<file path="config.mk">
export PLATFORM = sky130hd
export DESIGN_NAME = strap_status_and_prbs_byte_count
export DESIGN_NICKNAME = d
export VERILOG_FILES = /design/src/logic/strap_status_pkg.sv /design/src/logic/checker_byte_counter.sv /design/src/logic/strap_status_and_prbs_byte_count.sv
export VERILOG_INCLUDE_DIRS = /design/src /design/src/logic
export SDC_FILE = /design/constraint.sdc
export NUM_CORES = 1
export LEC_CHECK = 0
export BUFFER_PORTS_ARGS = -buffer_cell sky130_fd_sc_hd__buf_2
export CELL_PAD_IN_SITES_DETAIL_PLACEMENT = 1
export CELL_PAD_IN_SITES_GLOBAL_PLACEMENT = 1
export CORE_MARGIN = 4
export CORE_UTILIZATION = 46
export DETAILED_ROUTE_END_ITERATION = 8
export PLACE_DENSITY_LB_ADDON = 0.08
export SYNTH_ARGS = -nofsm -noshare
export SYNTH_HDL_FRONTEND = slang
export SYNTH_HIERARCHICAL = 1
export SYNTH_SLANG_ARGS = --single-unit
</file>
<file path="constraint.sdc">
create_clock -name clk_i -period 3.5 [get_ports clk_i]
set_clock_uncertainty 0.1 [all_clocks]
set_input_delay 0.35 -clock clk_i [delete_from_list [all_inputs] [get_ports clk_i]]
set_output_delay 0.35 -clock clk_i [all_outputs]
set_load 0.01 [all_outputs]
</file>
<file path="src/logic/strap_status_consts.svh">
// register offsets, field positions, reset values and counts of the strap status bank
// assumes a 16-bit register word and a 16-bit register address
`ifndef STRAP_STATUS_CONSTS_SVH
`define STRAP_STATUS_CONSTS_SVH
`define REG_W                16
`define ADDR_W               16
`define OFS_TEST_CONTROL_MAIN 16'h0016
`define OFS_STRAP_STATUS_ONE 16'h006e
`define OFS_STRAP_STATUS_TWO 16'h006f
`define OFS_TEST_BYTE_COUNT  16'h0071
`define OFS_TEST_CTL_STS_TWO 16'h0072
`define BIT_MIRROR           15
`define BIT_DOWNSHIFT        14
`define BIT_CLK_OUT_OFF      13
`define BIT_REDUCED_MAC_OFF  12
`define BIT_AUTO_XOVER_OFF   10
`define BIT_FORCED_PAIRING   9
`define BIT_HALF_DUPLEX      8
`define BIT_AUTONEG_OFF      7
`define LSB_SPEED_SEL        5
`define LSB_STATION_ADDR     0
`define BIT_FAST_LINK        10
`define LSB_TX_SKEW          4
`define LSB_RX_SKEW          0
`define BIT_WRAP_MODE        4
`define BIT_LOCK             0
`define BIT_LOCK_CLEAR       1
`define BIT_BYTE_OVF         9
`define RST_WRAP_MODE        1'b0
`define RST_BYTE_COUNT       16'h0000
`define STRAP_SETTLE_CYCLES  3'h4
`endif

</file>
<file path="src/logic/strap_status_pkg.sv">
// types shared by the strap status bank
// assumes nothing beyond a SystemVerilog package scope
`default_nettype none
package strap_status_pkg;
   typedef enum logic {
      VARIANT_LARGE = 1'b0,
      VARIANT_SMALL = 1'b1
   } variant_t;
   typedef enum logic [1:0] {
      CAP_SETTLE = 2'b00,
      CAP_TAKE   = 2'b01,
      CAP_HOLD   = 2'b10
   } cap_state_t;
   typedef struct packed {
      logic       mirror;
      logic       downshift;
      logic       clk_out_off;
      logic       reduced_mac_off;
      logic       auto_xover_off;
      logic       forced_pairing;
      logic       half_duplex;
      logic       autoneg_off;
      logic [1:0] speed_sel;
      logic [4:0] station_addr;
      logic       fast_link;
      logic [2:0] tx_skew;
      logic [2:0] rx_skew;
   } strap_set_t;
endpackage : strap_status_pkg
`default_nettype wire

</file>
<file path="src/logic/checker_byte_counter.sv">
// byte total of the test sequence checker with lock snapshot and saturation
// assumes byte, lock and clear pulses come from logic on clk_i
`timescale 1ns/100ps
`default_nettype none
`include "strap_status_consts.svh"
module checker_byte_counter #(
   parameter int CNT_W = `REG_W
) (
   input  wire logic             clk_i,
   input  wire logic             sys_rst_i,
   input  wire logic             byte_i,
   input  wire logic             wrap_mode_i,
   input  wire logic             lock_i,
   input  wire logic             clear_i,
   output logic      [CNT_W-1:0] count_o,
   output logic                  overflow_o
);
   if (CNT_W < 2 || CNT_W > `REG_W) begin : g_bad_width
      $error("counter width out of range");
   end
   logic [CNT_W-1:0] live_reg;
   logic [CNT_W-1:0] live_next;
   logic [CNT_W-1:0] snap_reg;
   logic             ovf_reg;
   wire              at_max   = &live_reg;
   wire              hold_max = at_max & ~wrap_mode_i;
   wire [CNT_W-1:0]  live_inc = hold_max ? live_reg : live_reg + 1'b1;
   wire [CNT_W-1:0]  restart  = byte_i ? CNT_W'(1) : '0;
   assign live_next = clear_i ? restart : (byte_i ? live_inc : live_reg);
   // live count keeps running; software only ever sees the snapshot
   always_ff @(posedge clk_i) begin
      if (sys_rst_i) begin
         live_reg <= CNT_W'(`RST_BYTE_COUNT);
         snap_reg <= CNT_W'(`RST_BYTE_COUNT);
         ovf_reg  <= 1'b0;
      end else begin
         live_reg <= live_next;
         if (lock_i | clear_i) begin
            snap_reg <= live_reg;
         end
         ovf_reg <= (byte_i & at_max) | (ovf_reg & ~clear_i);
      end
   end
   assign count_o    = snap_reg;
   assign overflow_o = ovf_reg;
   a_cnt_reset: assert property (@(posedge clk_i)
      sys_rst_i |=> live_reg == '0 && snap_reg == '0)
      else $error("count not zero after reset");
   a_cnt_freeze: assert property (@(posedge clk_i) disable iff (sys_rst_i)
      !lock_i && !clear_i |=> $stable(snap_reg))
      else $error("snapshot moved without lock");
   a_cnt_lock: assert property (@(posedge clk_i) disable iff (sys_rst_i)
      lock_i |=> snap_reg == $past(live_reg))
      else $error("lock did not take the live count");
   a_cnt_saturate: assert property (@(posedge clk_i) disable iff (sys_rst_i)
      !wrap_mode_i && at_max && byte_i && !clear_i |=> &live_reg)
      else $error("count wrapped in saturate mode");
   a_cnt_clear: assert property (@(posedge clk_i) disable iff (sys_rst_i)
      clear_i && !byte_i |=> live_reg == '0 && !ovf_reg)
      else $error("clear did not zero the count");
endmodule : checker_byte_counter
`default_nettype wire

</file>
<file path="src/logic/strap_status_and_prbs_byte_count.sv">
// strap status registers and test checker byte count behind a plain register port
// assumes strap pins are asynchronous and settle before reset is released
// Function
// - bit 15 of status one: port mirroring strapped enabled
// - bit 14 of status one: link downshift strapped enabled
// - large variant: bit 13 of status one set when clock output strapped off
// - bit 12 of status one: reduced-pin mac interface strapped off
// - bit 10 of status one: automatic crossover strapped off
// - bit 9 of status one: forced crossed pairing strapped
// - bit 8 of status one: half duplex strapped
// - bit 7 of status one: auto-negotiation strapped off
// - large variant: bits 6:5 of status one give two-bit speed select
// - large variant: bits 4:0 of status one give five-bit station address
// - small variant: bit 5 gives speed select, bit 6 reads zero
// - small variant: bits 3:0 give station address, bit 4 reads zero
// - bit 10 of status two: fast link detect strapped enabled
// - small variant: status two bits 6:4 give transmit skew, else zero
// - small variant: status two bits 2:0 give receive skew, else zero
// - byte count register holds checker byte total, resets to zero
// - byte count frozen for reading on write of lock bits 0 or 1
// - with wrap mode zero the byte count saturates at its maximum
// - writing bit 1 freezes and clears counters, bit 0 only freezes
`timescale 1ns/100ps
`default_nettype none
`include "strap_status_consts.svh"
module strap_status_and_prbs_byte_count #(
   parameter strap_status_pkg::variant_t VARIANT = strap_status_pkg::VARIANT_LARGE,
   parameter int                         CNT_W   = `REG_W
) (
   input  wire logic               clk_i,
   input  wire logic               sys_rst_i,
   input  wire logic [`ADDR_W-1:0] addr_i,
   input  wire logic [`REG_W-1:0]  wr_data_i,
   input  wire logic               wr_en_i,
   input  wire logic               rd_en_i,
   output logic      [`REG_W-1:0]  rd_data_o,
   output logic                    straps_valid_o,
   input  wire logic               mirror_strap_i,
   input  wire logic               downshift_strap_i,
   input  wire logic               clock_output_off_strap_i,
   input  wire logic               reduced_mac_if_off_strap_i,
   input  wire logic               auto_crossover_off_strap_i,
   input  wire logic               forced_pairing_strap_i,
   input  wire logic               half_duplex_strap_i,
   input  wire logic               autoneg_off_strap_i,
   input  wire logic [1:0]         speed_select_strap_wide_i,
   input  wire logic [4:0]         station_address_strap_i,
   input  wire logic               fast_link_detect_strap_i,
   input  wire logic [2:0]         tx_skew_strap_i,
   input  wire logic [2:0]         rx_skew_strap_i,
   input  wire logic               checker_byte_i
);
   localparam int STRAP_W = $bits(strap_status_pkg::strap_set_t);
   localparam bit LARGE   = (VARIANT == strap_status_pkg::VARIANT_LARGE);

   if (CNT_W != `REG_W) begin : g_bad_cnt
      $error("byte count must fill the register word");
   end

   // ---- strap pin synchronisers
   strap_status_pkg::strap_set_t pins;
   assign pins.mirror          = mirror_strap_i;
   assign pins.downshift       = downshift_strap_i;
   assign pins.clk_out_off     = clock_output_off_strap_i;
   assign pins.reduced_mac_off = reduced_mac_if_off_strap_i;
   assign pins.auto_xover_off  = auto_crossover_off_strap_i;
   assign pins.forced_pairing  = forced_pairing_strap_i;
   assign pins.half_duplex     = half_duplex_strap_i;
   assign pins.autoneg_off     = autoneg_off_strap_i;
   assign pins.speed_sel       = speed_select_strap_wide_i;
   assign pins.station_addr    = station_address_strap_i;
   assign pins.fast_link       = fast_link_detect_strap_i;
   assign pins.tx_skew         = tx_skew_strap_i;
   assign pins.rx_skew         = rx_skew_strap_i;

   logic [STRAP_W-1:0] sync1_reg;
   logic [STRAP_W-1:0] sync2_reg;
   logic [STRAP_W-1:0] sync3_reg;
   logic [STRAP_W-1:0] stable_reg;

   // a pin level counts only once stages two and three agree
   for (genvar i = 0; i < STRAP_W; i++) begin : g_sync
      always_ff @(posedge clk_i) begin
         sync1_reg[i] <= pins[i];
         sync2_reg[i] <= sync1_reg[i];
         sync3_reg[i] <= sync2_reg[i];
      end
      wire agree = (sync2_reg[i] == sync3_reg[i]);
      always_ff @(posedge clk_i) begin
         if (sys_rst_i) begin
            stable_reg[i] <= 1'b0;
         end else if (agree) begin
            stable_reg[i] <= sync3_reg[i];
         end
      end
   end

   // ---- capture once after reset release
   strap_status_pkg::cap_state_t state_reg;
   strap_status_pkg::cap_state_t state_next;
   logic [2:0]                   settle_reg;
   logic [2:0]                   settle_next;
   strap_status_pkg::strap_set_t held_reg;

   wire settle_done = (settle_reg == `STRAP_SETTLE_CYCLES - 3'h1);
   assign settle_next = (state_reg == strap_status_pkg::CAP_SETTLE) ?
                        settle_reg + 3'h1 : settle_reg;

   always_comb begin
      case (state_reg)
         strap_status_pkg::CAP_SETTLE: begin
            state_next = settle_done ? strap_status_pkg::CAP_TAKE
                                     : strap_status_pkg::CAP_SETTLE;
         end
         strap_status_pkg::CAP_TAKE: begin
            state_next = strap_status_pkg::CAP_HOLD;
         end
         strap_status_pkg::CAP_HOLD: begin
            state_next = strap_status_pkg::CAP_HOLD;
         end
         default: begin
            state_next = strap_status_pkg::CAP_SETTLE;
         end
      endcase
   end

   always_ff @(posedge clk_i) begin
      if (sys_rst_i) begin
         state_reg  <= strap_status_pkg::CAP_SETTLE;
         settle_reg <= 3'h0;
      end else begin
         state_reg  <= state_next;
         settle_reg <= settle_next;
      end
   end

   wire take = (state_reg == strap_status_pkg::CAP_TAKE);

   always_ff @(posedge clk_i) begin
      if (sys_rst_i) begin
         held_reg <= '0;
      end else if (take) begin
         held_reg <= stable_reg;
      end
   end

   always_ff @(posedge clk_i) begin
      if (sys_rst_i) begin
         straps_valid_o <= 1'b0;
      end else begin
         straps_valid_o <= (state_next == strap_status_pkg::CAP_HOLD);
      end
   end

   // ---- status words; reserved bits stay zero
   logic [`REG_W-1:0] sts1_word;
   logic [`REG_W-1:0] sts2_word;

   always_comb begin
      sts1_word = '0;
      sts1_word[`BIT_MIRROR]          = held_reg.mirror;
      sts1_word[`BIT_DOWNSHIFT]       = held_reg.downshift;
      sts1_word[`BIT_CLK_OUT_OFF]     = LARGE & held_reg.clk_out_off;
      sts1_word[`BIT_REDUCED_MAC_OFF] = held_reg.reduced_mac_off;
      sts1_word[`BIT_AUTO_XOVER_OFF]  = held_reg.auto_xover_off;
      sts1_word[`BIT_FORCED_PAIRING]  = held_reg.forced_pairing;
      sts1_word[`BIT_HALF_DUPLEX]     = held_reg.half_duplex;
      sts1_word[`BIT_AUTONEG_OFF]     = held_reg.autoneg_off;
      if (LARGE) begin
         sts1_word[`LSB_SPEED_SEL +: 2]    = held_reg.speed_sel;
         sts1_word[`LSB_STATION_ADDR +: 5] = held_reg.station_addr;
      end else begin
         sts1_word[`LSB_SPEED_SEL]         = held_reg.speed_sel[0];
         sts1_word[`LSB_STATION_ADDR +: 4] = held_reg.station_addr[3:0];
      end
   end

   always_comb begin
      sts2_word = '0;
      sts2_word[`BIT_FAST_LINK] = held_reg.fast_link;
      if (!LARGE) begin
         sts2_word[`LSB_TX_SKEW +: 3] = held_reg.tx_skew;
         sts2_word[`LSB_RX_SKEW +: 3] = held_reg.rx_skew;
      end
   end

   // ---- register port decode
   wire hit_main = (addr_i == `OFS_TEST_CONTROL_MAIN);
   wire hit_one  = (addr_i == `OFS_STRAP_STATUS_ONE);
   wire hit_two  = (addr_i == `OFS_STRAP_STATUS_TWO);
   wire hit_cnt  = (addr_i == `OFS_TEST_BYTE_COUNT);
   wire hit_ctl2 = (addr_i == `OFS_TEST_CTL_STS_TWO);

   wire wr_ctl2  = wr_en_i & hit_ctl2;
   wire lock_cmd = wr_ctl2 & wr_data_i[`BIT_LOCK];
   wire clr_cmd  = wr_ctl2 & wr_data_i[`BIT_LOCK_CLEAR];

   logic wrap_mode_reg;
   always_ff @(posedge clk_i) begin
      if (sys_rst_i) begin
         wrap_mode_reg <= `RST_WRAP_MODE;
      end else if (wr_en_i & hit_main) begin
         wrap_mode_reg <= wr_data_i[`BIT_WRAP_MODE];
      end
   end

   logic [CNT_W-1:0] byte_total;
   logic             byte_ovf;

   checker_byte_counter #(
      .CNT_W (CNT_W)
   ) u_byte_count (
      .clk_i       (clk_i),
      .sys_rst_i   (sys_rst_i),
      .byte_i      (checker_byte_i),
      .wrap_mode_i (wrap_mode_reg),
      .lock_i      (lock_cmd),
      .clear_i     (clr_cmd),
      .count_o     (byte_total),
      .overflow_o  (byte_ovf)
   );

   wire [`REG_W-1:0] main_word = `REG_W'(wrap_mode_reg) << `BIT_WRAP_MODE;
   wire [`REG_W-1:0] ctl2_word = `REG_W'(byte_ovf) << `BIT_BYTE_OVF;

   // writes to the status and count words have no target
   wire [`REG_W-1:0] rd_mux =
      hit_one  ? sts1_word  :
      hit_two  ? sts2_word  :
      hit_cnt  ? byte_total :
      hit_main ? main_word  :
      hit_ctl2 ? ctl2_word  : '0;

   wire [`REG_W-1:0] rd_data_next = rd_en_i ? rd_mux : '0;

   always_ff @(posedge clk_i) begin
      if (sys_rst_i) begin
         rd_data_o <= '0;
      end else begin
         rd_data_o <= rd_data_next;
      end
   end

   // ---- checks
   // a status read is judged one cycle on, once the straps are held
   logic rd_one_reg;
   logic rd_two_reg;
   always_ff @(posedge clk_i) begin
      if (sys_rst_i) begin
         rd_one_reg <= 1'b0;
         rd_two_reg <= 1'b0;
      end else begin
         rd_one_reg <= rd_en_i & hit_one & straps_valid_o;
         rd_two_reg <= rd_en_i & hit_two & straps_valid_o;
      end
   end

   a_rd_one_fields: assert property (@(posedge clk_i) disable iff (sys_rst_i)
      rd_one_reg |-> rd_data_o[15:14] == {held_reg.mirror, held_reg.downshift}
      && rd_data_o[12] == held_reg.reduced_mac_off
      && rd_data_o[10:7] == {held_reg.auto_xover_off, held_reg.forced_pairing,
                             held_reg.half_duplex, held_reg.autoneg_off})
      else $error("status one flags differ from held straps");
   a_one_reserved: assert property (@(posedge clk_i) disable iff (sys_rst_i)
      rd_one_reg |-> !rd_data_o[11] && (LARGE || !rd_data_o[13]))
      else $error("status one reserved bit set");
   a_one_layout: assert property (@(posedge clk_i) disable iff (sys_rst_i)
      rd_one_reg |-> (LARGE ? rd_data_o[6:0] == {held_reg.speed_sel, held_reg.station_addr}
      : rd_data_o[6:0] == {1'b0, held_reg.speed_sel[0], 1'b0,
                           held_reg.station_addr[3:0]}))
      else $error("speed or address field misplaced");
   a_two_layout: assert property (@(posedge clk_i) disable iff (sys_rst_i)
      rd_two_reg |-> rd_data_o[10] == held_reg.fast_link
      && rd_data_o[6:4] == (LARGE ? 3'h0 : held_reg.tx_skew)
      && rd_data_o[2:0] == (LARGE ? 3'h0 : held_reg.rx_skew))
      else $error("status two field wrong");
   a_two_reserved: assert property (@(posedge clk_i) disable iff (sys_rst_i)
      rd_two_reg |-> rd_data_o[15:11] == 5'h00 && rd_data_o[9:7] == 3'h0
      && !rd_data_o[3])
      else $error("status two reserved bit set");
   a_held_stable: assert property (@(posedge clk_i) disable iff (sys_rst_i)
      state_reg == strap_status_pkg::CAP_HOLD |=> $stable(held_reg)
      && state_reg == strap_status_pkg::CAP_HOLD)
      else $error("held straps changed after capture");
   a_capture_bound: assert property (@(posedge clk_i)
      $fell(sys_rst_i) |-> ##[4:6] straps_valid_o)
      else $error("straps not captured in time");
   a_count_read: assert property (@(posedge clk_i) disable iff (sys_rst_i)
      rd_en_i && hit_cnt |=> rd_data_o == $past(byte_total))
      else $error("byte count read wrong");
   a_read_idle: assert property (@(posedge clk_i) disable iff (sys_rst_i)
      !rd_en_i |=> rd_data_o == '0)
      else $error("read data outside read slot");

   // strap capture sequence and writes to read-only words
   a_settle_start: assert property (@(posedge clk_i)
      $fell(sys_rst_i) |-> state_reg == strap_status_pkg::CAP_SETTLE && settle_reg == 3'h0)
      else $error("capture did not start from settle");
   a_held_empty: assert property (@(posedge clk_i) disable iff (sys_rst_i)
      state_reg != strap_status_pkg::CAP_HOLD |-> held_reg == '0)
      else $error("straps held before capture");
   a_take_once: assert property (@(posedge clk_i) disable iff (sys_rst_i)
      take |=> !take && straps_valid_o)
      else $error("strap capture repeated");
   a_valid_hold: assert property (@(posedge clk_i) disable iff (sys_rst_i)
      straps_valid_o |=> straps_valid_o)
      else $error("strap valid dropped without reset");
   a_status_write: assert property (@(posedge clk_i) disable iff (sys_rst_i)
      straps_valid_o && wr_en_i && (hit_one || hit_two || hit_cnt)
      |=> $stable(held_reg) && $stable(wrap_mode_reg) && $stable(byte_total))
      else $error("write to a read-only word took effect");

   // control word, decode and reset values
   a_out_reset: assert property (@(posedge clk_i)
      sys_rst_i |=> !straps_valid_o && rd_data_o == '0)
      else $error("outputs not cleared by reset");
   a_count_reset: assert property (@(posedge clk_i)
      sys_rst_i |=> byte_total == '0 && !byte_ovf)
      else $error("count or overflow not cleared by reset");
   a_wrap_reset: assert property (@(posedge clk_i)
      sys_rst_i |=> !wrap_mode_reg)
      else $error("wrap mode not cleared by reset");
   a_wrap_write: assert property (@(posedge clk_i) disable iff (sys_rst_i)
      wr_en_i && hit_main |=> wrap_mode_reg == $past(wr_data_i[`BIT_WRAP_MODE]))
      else $error("wrap mode write lost");
   a_main_read: assert property (@(posedge clk_i) disable iff (sys_rst_i)
      rd_en_i && hit_main
      |=> rd_data_o == (`REG_W'($past(wrap_mode_reg)) << `BIT_WRAP_MODE))
      else $error("wrap mode read wrong");
   a_ovf_read: assert property (@(posedge clk_i) disable iff (sys_rst_i)
      rd_en_i && hit_ctl2
      |=> rd_data_o == (`REG_W'($past(byte_ovf)) << `BIT_BYTE_OVF))
      else $error("overflow flag read wrong");
   a_unmapped_read: assert property (@(posedge clk_i) disable iff (sys_rst_i)
      rd_en_i && !(hit_one || hit_two || hit_cnt || hit_main || hit_ctl2)
      |=> rd_data_o == '0)
      else $error("unmapped read not zero");

   c_lock_write: cover property (@(posedge clk_i) lock_cmd && !clr_cmd);
   c_clear_write: cover property (@(posedge clk_i) clr_cmd ##[1:2] rd_en_i && hit_cnt);
   c_two_read: cover property (@(posedge clk_i) straps_valid_o && rd_en_i && hit_two);
   c_saturated: cover property (@(posedge clk_i) byte_ovf && !wrap_mode_reg);
   c_strap_read: cover property (@(posedge clk_i) straps_valid_o && rd_en_i && hit_one);
endmodule : strap_status_and_prbs_byte_count
`default_nettype wire

</file>
==> impl_metrics.toml, run 1 <==
[cells_and_area]
area_delta_synth_final_pct = 24.78
final_cell_mix = "136 x dfxtp_1, 58 x nand2_1, 56 x buf_2, 48 x a21oi_1, 33 x nor2_1"
final_common_cell = "dfxtp_1"
postLayoutCoreUtil = 0.5917
fillers = 1100
fin_nets = 606
n_antenna_cell = 0
drive_above_1_share = 0.1986
final_cell_area_um2 = 5783

[drt]
wl_mm = 11.49
viasPerCell = 5.259
dr.pass1.iters = 4
drc = 0
vias = 3613
ant_nets = 0
drt_iter0_drc = 158
routedWlPerCell_um = 16.72

[logic_synthesis]
mappedNetlistArea_um2 = 4634
ys_top_cells_by_area = "dfxtp_1 59%, a21oi_1 5.2%, nand2_1 4.7%"
synthFlopType = "dfxtp_1"
synth_top_area_share = 0.5875
async_reset_ff_frac = 0
synth-seq-area-share = 0.5875
syn_nets = 532
ys_ff_latch = 136
synth_warnings = 6
synth_cell_types = 48
synth.avg_cell_area_um2 = 9.924
synthCells = 467
synth_edf_count = 0
synth_largest_area_cell = "dfxtp_1"

[worst_setup_path]
crit_required_ns = 3.85
cp_top_family = "simple AND/OR/NAND/NOR gates"
r2r_slack_ns = 1.48
critPathKind = "input port to flip-flop"
worstPathArrival_ns = 2.51
crit_chain = "buf_2 -> nor2b_1 -> nor2b_1 -> and4_1 -> and2_1 -> nor2_1 -> nand2_1 -> a21oi_1"
path_buf_inv = 1
cp_common_cell = "nor2b_1"
critPathMaxFanout = 16
crit_slowest_cell = "nor2_1"
reg2reg_depth = 5
worstReg2RegStart = "u_byte_count/live_reg[2]"
r2r_end = "u_byte_count/live_reg[14]"
critPathMaxStageDelay_ns = 0.89
end_kind = "flip-flop"
start_kind = "input port"

[place]
place_congestion = 0.8231
placed_area_um2 = 5007
dp_worst_setup_slack_ns = 0.8500
io_buffers = 56
dpl.hpwl_mm = 7.196

[clock_tree]
cts_resized = 0
cts_tree = "built"
cts_sinks = 136
h-tree-depth = 4
clock_latency_ns = 0.52
numCtsBuffers = 17
path_clk_slew_ns = 0.06
clock_path_buffers = 2
cts_root_buf = "clkbuf_8"

[pwr]
leakagePower_uw = 0.002251
ir_drop_v = 0.0003311
p_per_area_nw_per_um2 = 623.0

[timing]
period_needed_ns = 2.161
rsz0062_at_grt = "no"
setup_tns_ns = 0
tightestPinTransition_ns = 1.211
fmax_ghz = 0.4627
finalCritPeriodShare = 0.6175
final-hold-violation-count = 0
finalSetupViolCount = 0
max-slew-margin-rel = 0.1925
slew_viol_final = 0
whs_ns = 0.03254
worst_slack_ns = 1.339

[floorplanning]
ioPinCount = 76
core_area_um2 = 9774
start_util = 0.4741
die_area_um2 = 11750
die_h_um = 108.4
rows = 36
die_w_um = 108.4

[global_route]
grt_max_degree = 41
grt_pass1_vias = 3821
grt_usage = 0.2117
met2_usage = 0.3597
grt_overflow = 0
grt_pass1_wl_mm = 19.02
top_usage_layer = "met2"
use_met3 = 0.04000
antenna_found_initial = 0
use_met1 = 0.2579

[run_status]
status = "finished, final reports clean"

[hold_path]
holdPathStages = 3
hp-start = "wr_en_i"
hp-class = "input port to flip-flop"
min_to = "wrap_mode_reg"

[run]
maxCapViolCount = 0
[timing repair]
item,in CTS,in global routing
hold buffers,17,0
buffers inserted,0,0
endpoints found under the setup margin,0,0
endpoints found under the hold margin,17,0
[final cells by class]
type,count,area [µm²],share of cell area
timing repair buffer,76,473.0,0.08178
sequential,136,2723,0.4708
tap,133,166.4,0.02878
inverter,9,33.78,0.005842
clock inverter,14,187.7,0.03245
multi-input combinational,301,1782,0.3081
clock buffer,18,417.9,0.07226
[worst register-to-register path, delay by kind of cell, from the launching register on]
kind             cells  cell delay (ns)
AND/OR/NAND/NOR      5             1.39
flip-flops           1             0.47
[synth_stat cells, types with 3 or more instances]
| cell type | number |
|---|---|
| a21oi_1 | 48 |
| a21oi_2 | 4 |
| and2_1 | 3 |
| and3_1 | 5 |
| and3_2 | 3 |
| and3b_1 | 3 |
| clkbuf_1 | 16 |
| dfxtp_1 | 136 |
| ha_1 | 6 |
| inv_1 | 9 |
| mux2i_1 | 20 |
| nand2_1 | 58 |
| nand2b_1 | 6 |
| nand3_1 | 31 |
| nand4_1 | 8 |
| nor2_1 | 33 |
| nor2b_1 | 5 |
| nor3_1 | 4 |
| o21ai_0 | 22 |
| or3_1 | 3 |
| xnor2_1 | 3 |
| xor2_1 | 5 |
[logic make-up (layout without fill, tap and decap cells)]
kind of cell,after synthesis,in the layout,share of synthesized area
AND/OR/NAND/NOR,182,182,0.2076
flip-flops,136,136,0.5875
AO/OA/AOI/OAI,85,85,0.1023
buffers and inverters,30,117,0.02808
multiplexers,20,20,0.04320
XOR/XNOR,8,8,0.01512
adder cells (fa/ha/maj),6,6,0.01620
[report_power, final]
group          internal (µW)  switching (µW)  total [µW]
Sequential              1610            30.5        1640
Combinational           71.7            78.2         150
Clock                   1110             710        1820
Total                   2780             819        3600
[how the worst max path moves through the flow]
stage	cells past startpoint	start	to
after floorplan	9	addr_i[15]	u_byte_count/count_o[10]
after global placement	8	addr_i[1]	u_byte_count/count_o[10]
after detailed placement	8	addr_i[1]	u_byte_count/count_o[13]
after CTS	8	addr_i[1]	u_byte_count/count_o[13]
after global routing	8	addr_i[1]	u_byte_count/count_o[1]
final	8	addr_i[1]	u_byte_count/count_o[13]
[through the flow]
stage / instances / total power (µW)
3_5_place_dp: 638 / 1804
5_1_grt: 687 / 3736
3_3_place_gp: 638 / 1795
4_1_cts: 687 / 3630
2_1_floorplan: 467 / 1748
6_report: 687 / 3603
[routing by layer]
metal	vias to the layer above	wire [µm]
met5	-	0
met4	0	257
met3	21	447
met2	83	5734
met1	1744	5046
li1	1765	-
(Power assumes the default switching activity.)
==> run 2, diff against run 1 <==
CORE_UTILIZATION = 42   (was 46)
clock period = 2.2 ns   (was 3.5 ns; I/O delays follow)
==> impl_metrics.toml, run 2 (same netlist as run 1, synthesis figures left out) <==
[timing]
finalCritPeriodShare = 0.9365
tightestPinTransition_ns = 0.4901
max-slew-margin-rel = 0.6686
whs_ns = 0.04674
final-hold-violation-count = 0
finalSetupViolCount = 0
rsz0062_at_grt = "no"
setup_tns_ns = 0
period_needed_ns = 2.060
slew_viol_final = 0
fmax_ghz = 0.4854
worst_slack_ns = 0.1398

[cells_and_area]
area_delta_synth_final_pct = 29.16
seq_area_um2 = 2723
drive_above_1_share = 0.2228
final_cell_mix = "136 x dfxtp_1, 58 x nand2_1, 56 x buf_2, 48 x a21oi_1, 33 x nor2_1"
postLayoutCoreUtil = 0.5522
fin_nets = 631
multi_input_area_um2 = 1782
n_antenna_cell = 0
fillers = 1225
final_common_cell = "dfxtp_1"

[worst_setup_path]
crit_required_ns = 2.55
reg2reg_depth = 5
r2r_end = "u_byte_count/live_reg[14]"
startpoint = "addr_i[0]"
critPathKind = "input port to flip-flop"
start_kind = "input port"
r2r_slack_ns = 0.19
critPathMaxFanout = 6
crit_end = "u_byte_count/live_reg[15]"
worstReg2RegStart = "u_byte_count/live_reg[0]"
end_kind = "flip-flop"
worstPathArrival_ns = 2.41

[pwr]
clkPwrFrac = 0.494
p_seq_frac = 0.460
p_int_uw = 4437
power_uw = 5656
sw_frac_of_total = 0.2156
ir_drop_v = 0.0007385
p_per_area_nw_per_um2 = 945.0
p_comb_frac = 0.046
switchingPower_uw = 1220
leakagePower_uw = 0.002375

[place]
dp_worst_setup_slack_ns = -0.04641
dpl.hpwl_mm = 7.732
io_buffers = 56
place_congestion = 0.8053

[drt]
viasPerCell = 5.082
wl_mm = 11.50
dr.pass1.iters = 4
routedWlPerCell_um = 16.00
ant_nets = 0
drc = 0
vias = 3654
drt_iter0_drc = 132

[floorplanning]
die_area_um2 = 12780
ioPinCount = 76
die_h_um = 113.0
core_area_um2 = 10840
rows = 38
start_util = 0.4275
die_w_um = 113.0

[run]
maxCapViolCount = 0

[run_status]
status = "finished, final reports clean"

[clock_tree]
postCtsHoldBufs = 22
cts_resized = 0
cts_setup_buffers = 0
clock_latency_ns = 0.52
clock_path_buffers = 2
numCtsBuffers = 17
h-tree-depth = 4
cts_sinks = 136
path_clk_slew_ns = 0.06
cts_tree = "built"
cts_root_buf = "clkbuf_8"

[global_route]
grt_max_degree = 35
grt_pass1_vias = 4015
grt_overflow = 0
antenna_found_initial = 0
grt_usage = 0.1968
grt_pass1_wl_mm = 19.65

[hold_path]
hp-start = "addr_i[2]"
hp-class = "input port to flip-flop"
run 2: cell count changes in the layout (fill, tap and decap cells not counted), sizes merged:
cell         change
buf             +20
inv              -6
clkinv           +5
dlygate4sd3      +5
clkbuf           +2
clkinvlp         -1
run 2: area by class of cell:
type,instances,share of cell area
clock buffer,20,0.07274
inverter,9,0.005644
sequential,136,0.4548
multi-input combinational,301,0.2977
tap,140,0.02926
timing repair buffer,101,0.1145
clock inverter,12,0.02529
run 2: stage by stage:
stage | cells | instance area (µm²)
2_1_floorplan | 467 | 4639
3_3_place_gp | 665 | 5179
3_5_place_dp | 665 | 5179
4_1_cts | 719 | 5986
5_1_grt | 719 | 5986
6_report | 719 | 5986
run 2: critical path: stages:
cell,delay [ns]
dlygate4sd3_1,0.53
buf_2,0.16
nor2b_1,0.08
nor2b_1,0.15
and4_1,0.24
and2_1,0.19
buf_4,0.15
nor2_1,0.36
o21ai_0,0.16
a31oi_1,0.16
run 2: per-layer routing:
layer	GRT usage	vias up	share of wire
li1	-	1818	-
met1	0.2277	1763	0.43
met2	0.3412	57	0.52
met3	0.05294	16	0.033
met4	0.08654	0	0.017
met5	0	-	0
run 2: worst min-delay path by stage:
stage	to	slack [ns]	cells after the start
floorplan	sync1_reg[10]	0.15	0
global placement	sync2_reg[7]	0.21	0
detailed placement	sync2_reg[20]	0.21	0
CTS	rd_data_o[9]	0.01	4
global route	rd_data_o[9]	0.06	4
finish	rd_data_o[9]	0.05	4
run 2: power by group through the flow:
stage / registers [µW] / clock network (µW) / logic (µW)
3_3_place_gp: 2650 / 0 / 216
4_1_cts: 2600 / 2860 / 261
6_report: 2600 / 2790 / 258
2_1_floorplan: 2640 / 0 / 139
3_5_place_dp: 2660 / 0 / 232
5_1_grt: 2620 / 3000 / 293
==> run 3, diff against run 2 <==
clock period = 2.15 ns   (was 2.2 ns; I/O delays follow)
==> impl_metrics.toml, run 3 (same netlist as run 1, synthesis figures left out) <==
[run_status]
status = "finished, final reports clean"

[timing]
finalCritPeriodShare = 0.9176
whs_ns = 0.03586
slew_viol_final = 0
period_needed_ns = 1.973
final-hold-violation-count = 0
fmax_ghz = 0.5069
rsz0062_at_grt = "no"
max-slew-margin-rel = 0.6444
tightestPinTransition_ns = 0.5278
worst_slack_ns = 0.1771
finalSetupViolCount = 0

[worst_setup_path]
crit_chain = "dlygate4sd3_1 -> buf_2 -> nor4bb_1 -> buf_4 -> and4_1 -> and2_1 -> or2_2 -> nand2_1 -> a21oi_1"
critPathKind = "input port to flip-flop"
start_kind = "input port"
critPathMaxFanout = 16
crit_slowest_cell = "dlygate4sd3_1"
cp_top_family = "simple AND/OR/NAND/NOR gates"
end_kind = "flip-flop"
worstPathArrival_ns = 2.34
critPathMaxStageDelay_ns = 0.52
path_buf_inv = 3
crit_required_ns = 2.52

[pwr]
leakagePower_uw = 0.002412
ir_drop_v = 0.0007696
p_per_area_nw_per_um2 = 968.0

[place]
dp_cells = 668
io_buffers = 56
place_congestion = 0.7912
dp_worst_setup_slack_ns = -0.09806
dpl.hpwl_mm = 7.720

[drt]
drc = 0
vias = 3675
wl_mm = 11.12
dr.pass1.iters = 4
viasPerCell = 5.083
ant_nets = 0
drt_iter0_drc = 157
routedWlPerCell_um = 15.39

[global_route]
grt_max_degree = 30
grt_overflow = 0
grt_pass1_vias = 3900
antenna_found_initial = 0
grt_usage = 0.1954
grt_pass1_wl_mm = 19.38

[floorplanning]
die_h_um = 113.0
ioPinCount = 76
start_util = 0.4275
rows = 38
die_w_um = 113.0
die_area_um2 = 12780
core_area_um2 = 10840

[clock_tree]
cts_root_buf = "clkbuf_8"
clock_path_buffers = 2
path_clk_slew_ns = 0.06
postCtsHoldBufs = 23
numCtsBuffers = 17
clock_latency_ns = 0.54
cts_setup_buffers = 0
h-tree-depth = 4
cts_resized = 0
cts_tree = "built"
cts_sinks = 136

[hold_path]
hp-class = "input port to flip-flop"

[run]
maxCapViolCount = 0

[cells_and_area]
drive_above_1_share = 0.2298
area_delta_synth_final_pct = 30.48
final_common_cell = "dfxtp_1"
fin_nets = 635
final_cell_mix = "136 x dfxtp_1, 58 x nand2_1, 56 x buf_2, 48 x a21oi_1, 33 x nor2_1"
finalNonFillerCells = 723
n_antenna_cell = 0
## run 3: changes by cell type in the layout (fill, tap and decap cells not counted)
| cell | previous run | this run |
|---|---|---|
| clkinv_4 | 3 | 7 |
| buf_4 | 22 | 24 |
| clkbuf_1 | 2 | 0 |
| clkinvlp_4 | 2 | 0 |
| buf_12 | 1 | 2 |
| clkinv_2 | 4 | 3 |
| dlygate4sd3_1 | 22 | 23 |
| inv_6 | 0 | 1 |
## run 3: layer usage
metal	GRT usage	up-vias	wire (µm)
met2	0.3215	65	5531
met4	0.09615	0	296
li1	-	1830	-
met5	0	-	0
met3	0.06096	22	454
met1	0.2311	1758	4842
## run 3: metrics by stage
step | TNS, ns | area [µm²] | utilization | total power (µW)
3_3_place_gp | -0.3666 | 5214 | 0.4810 | 2935
6_report | 0 | 6047 | 0.5578 | 5854
5_1_grt | 0 | 6047 | 0.5578 | 6108
4_1_cts | 0 | 6047 | 0.5578 | 5931
2_1_floorplan | 0 | 4639 | - | 2846
3_5_place_dp | -1.185 | 5214 | 0.4810 | 2955
## run 3: worst min-delay path: stages
cell	delay (ns)
buf_2	0.10
buf_4	0.13
a31o_2	0.14
a21oi_1	0.04
## run 3: where the power goes
part / total, µW / internal, µW / switching (µW)
clock: 2920 / 1800 / 1120
combinational: 267 / 134 / 132
sequential: 2660 / 2620 / 47.5
total: 5850 / 4550 / 1300
## run 3: layout make-up
class,count,area (µm²)
clock inverter,14,175.2
fill,1211,4793
inverter,9,33.78
timing repair buffer,105,730.7
clock buffer,18,427.9
tap,140,175.2
sequential,136,2723
multi-input combinational,301,1782
## run 3: worst paths after layout
path | to | cells past startpoint | startpoint | slack, ns
setup reg to reg | u_byte_count/live_reg[14] | 5 | u_byte_count/live_reg[1] | 0.20
setup / recovery | u_byte_count/count_o[1] | 9 | addr_i[2] | 0.18
hold reg to reg | sync2_reg[15] | 0 | sync1_reg[15] | 0.23
hold / removal | rd_data_o[9] | 4 | addr_i[1] | 0.04
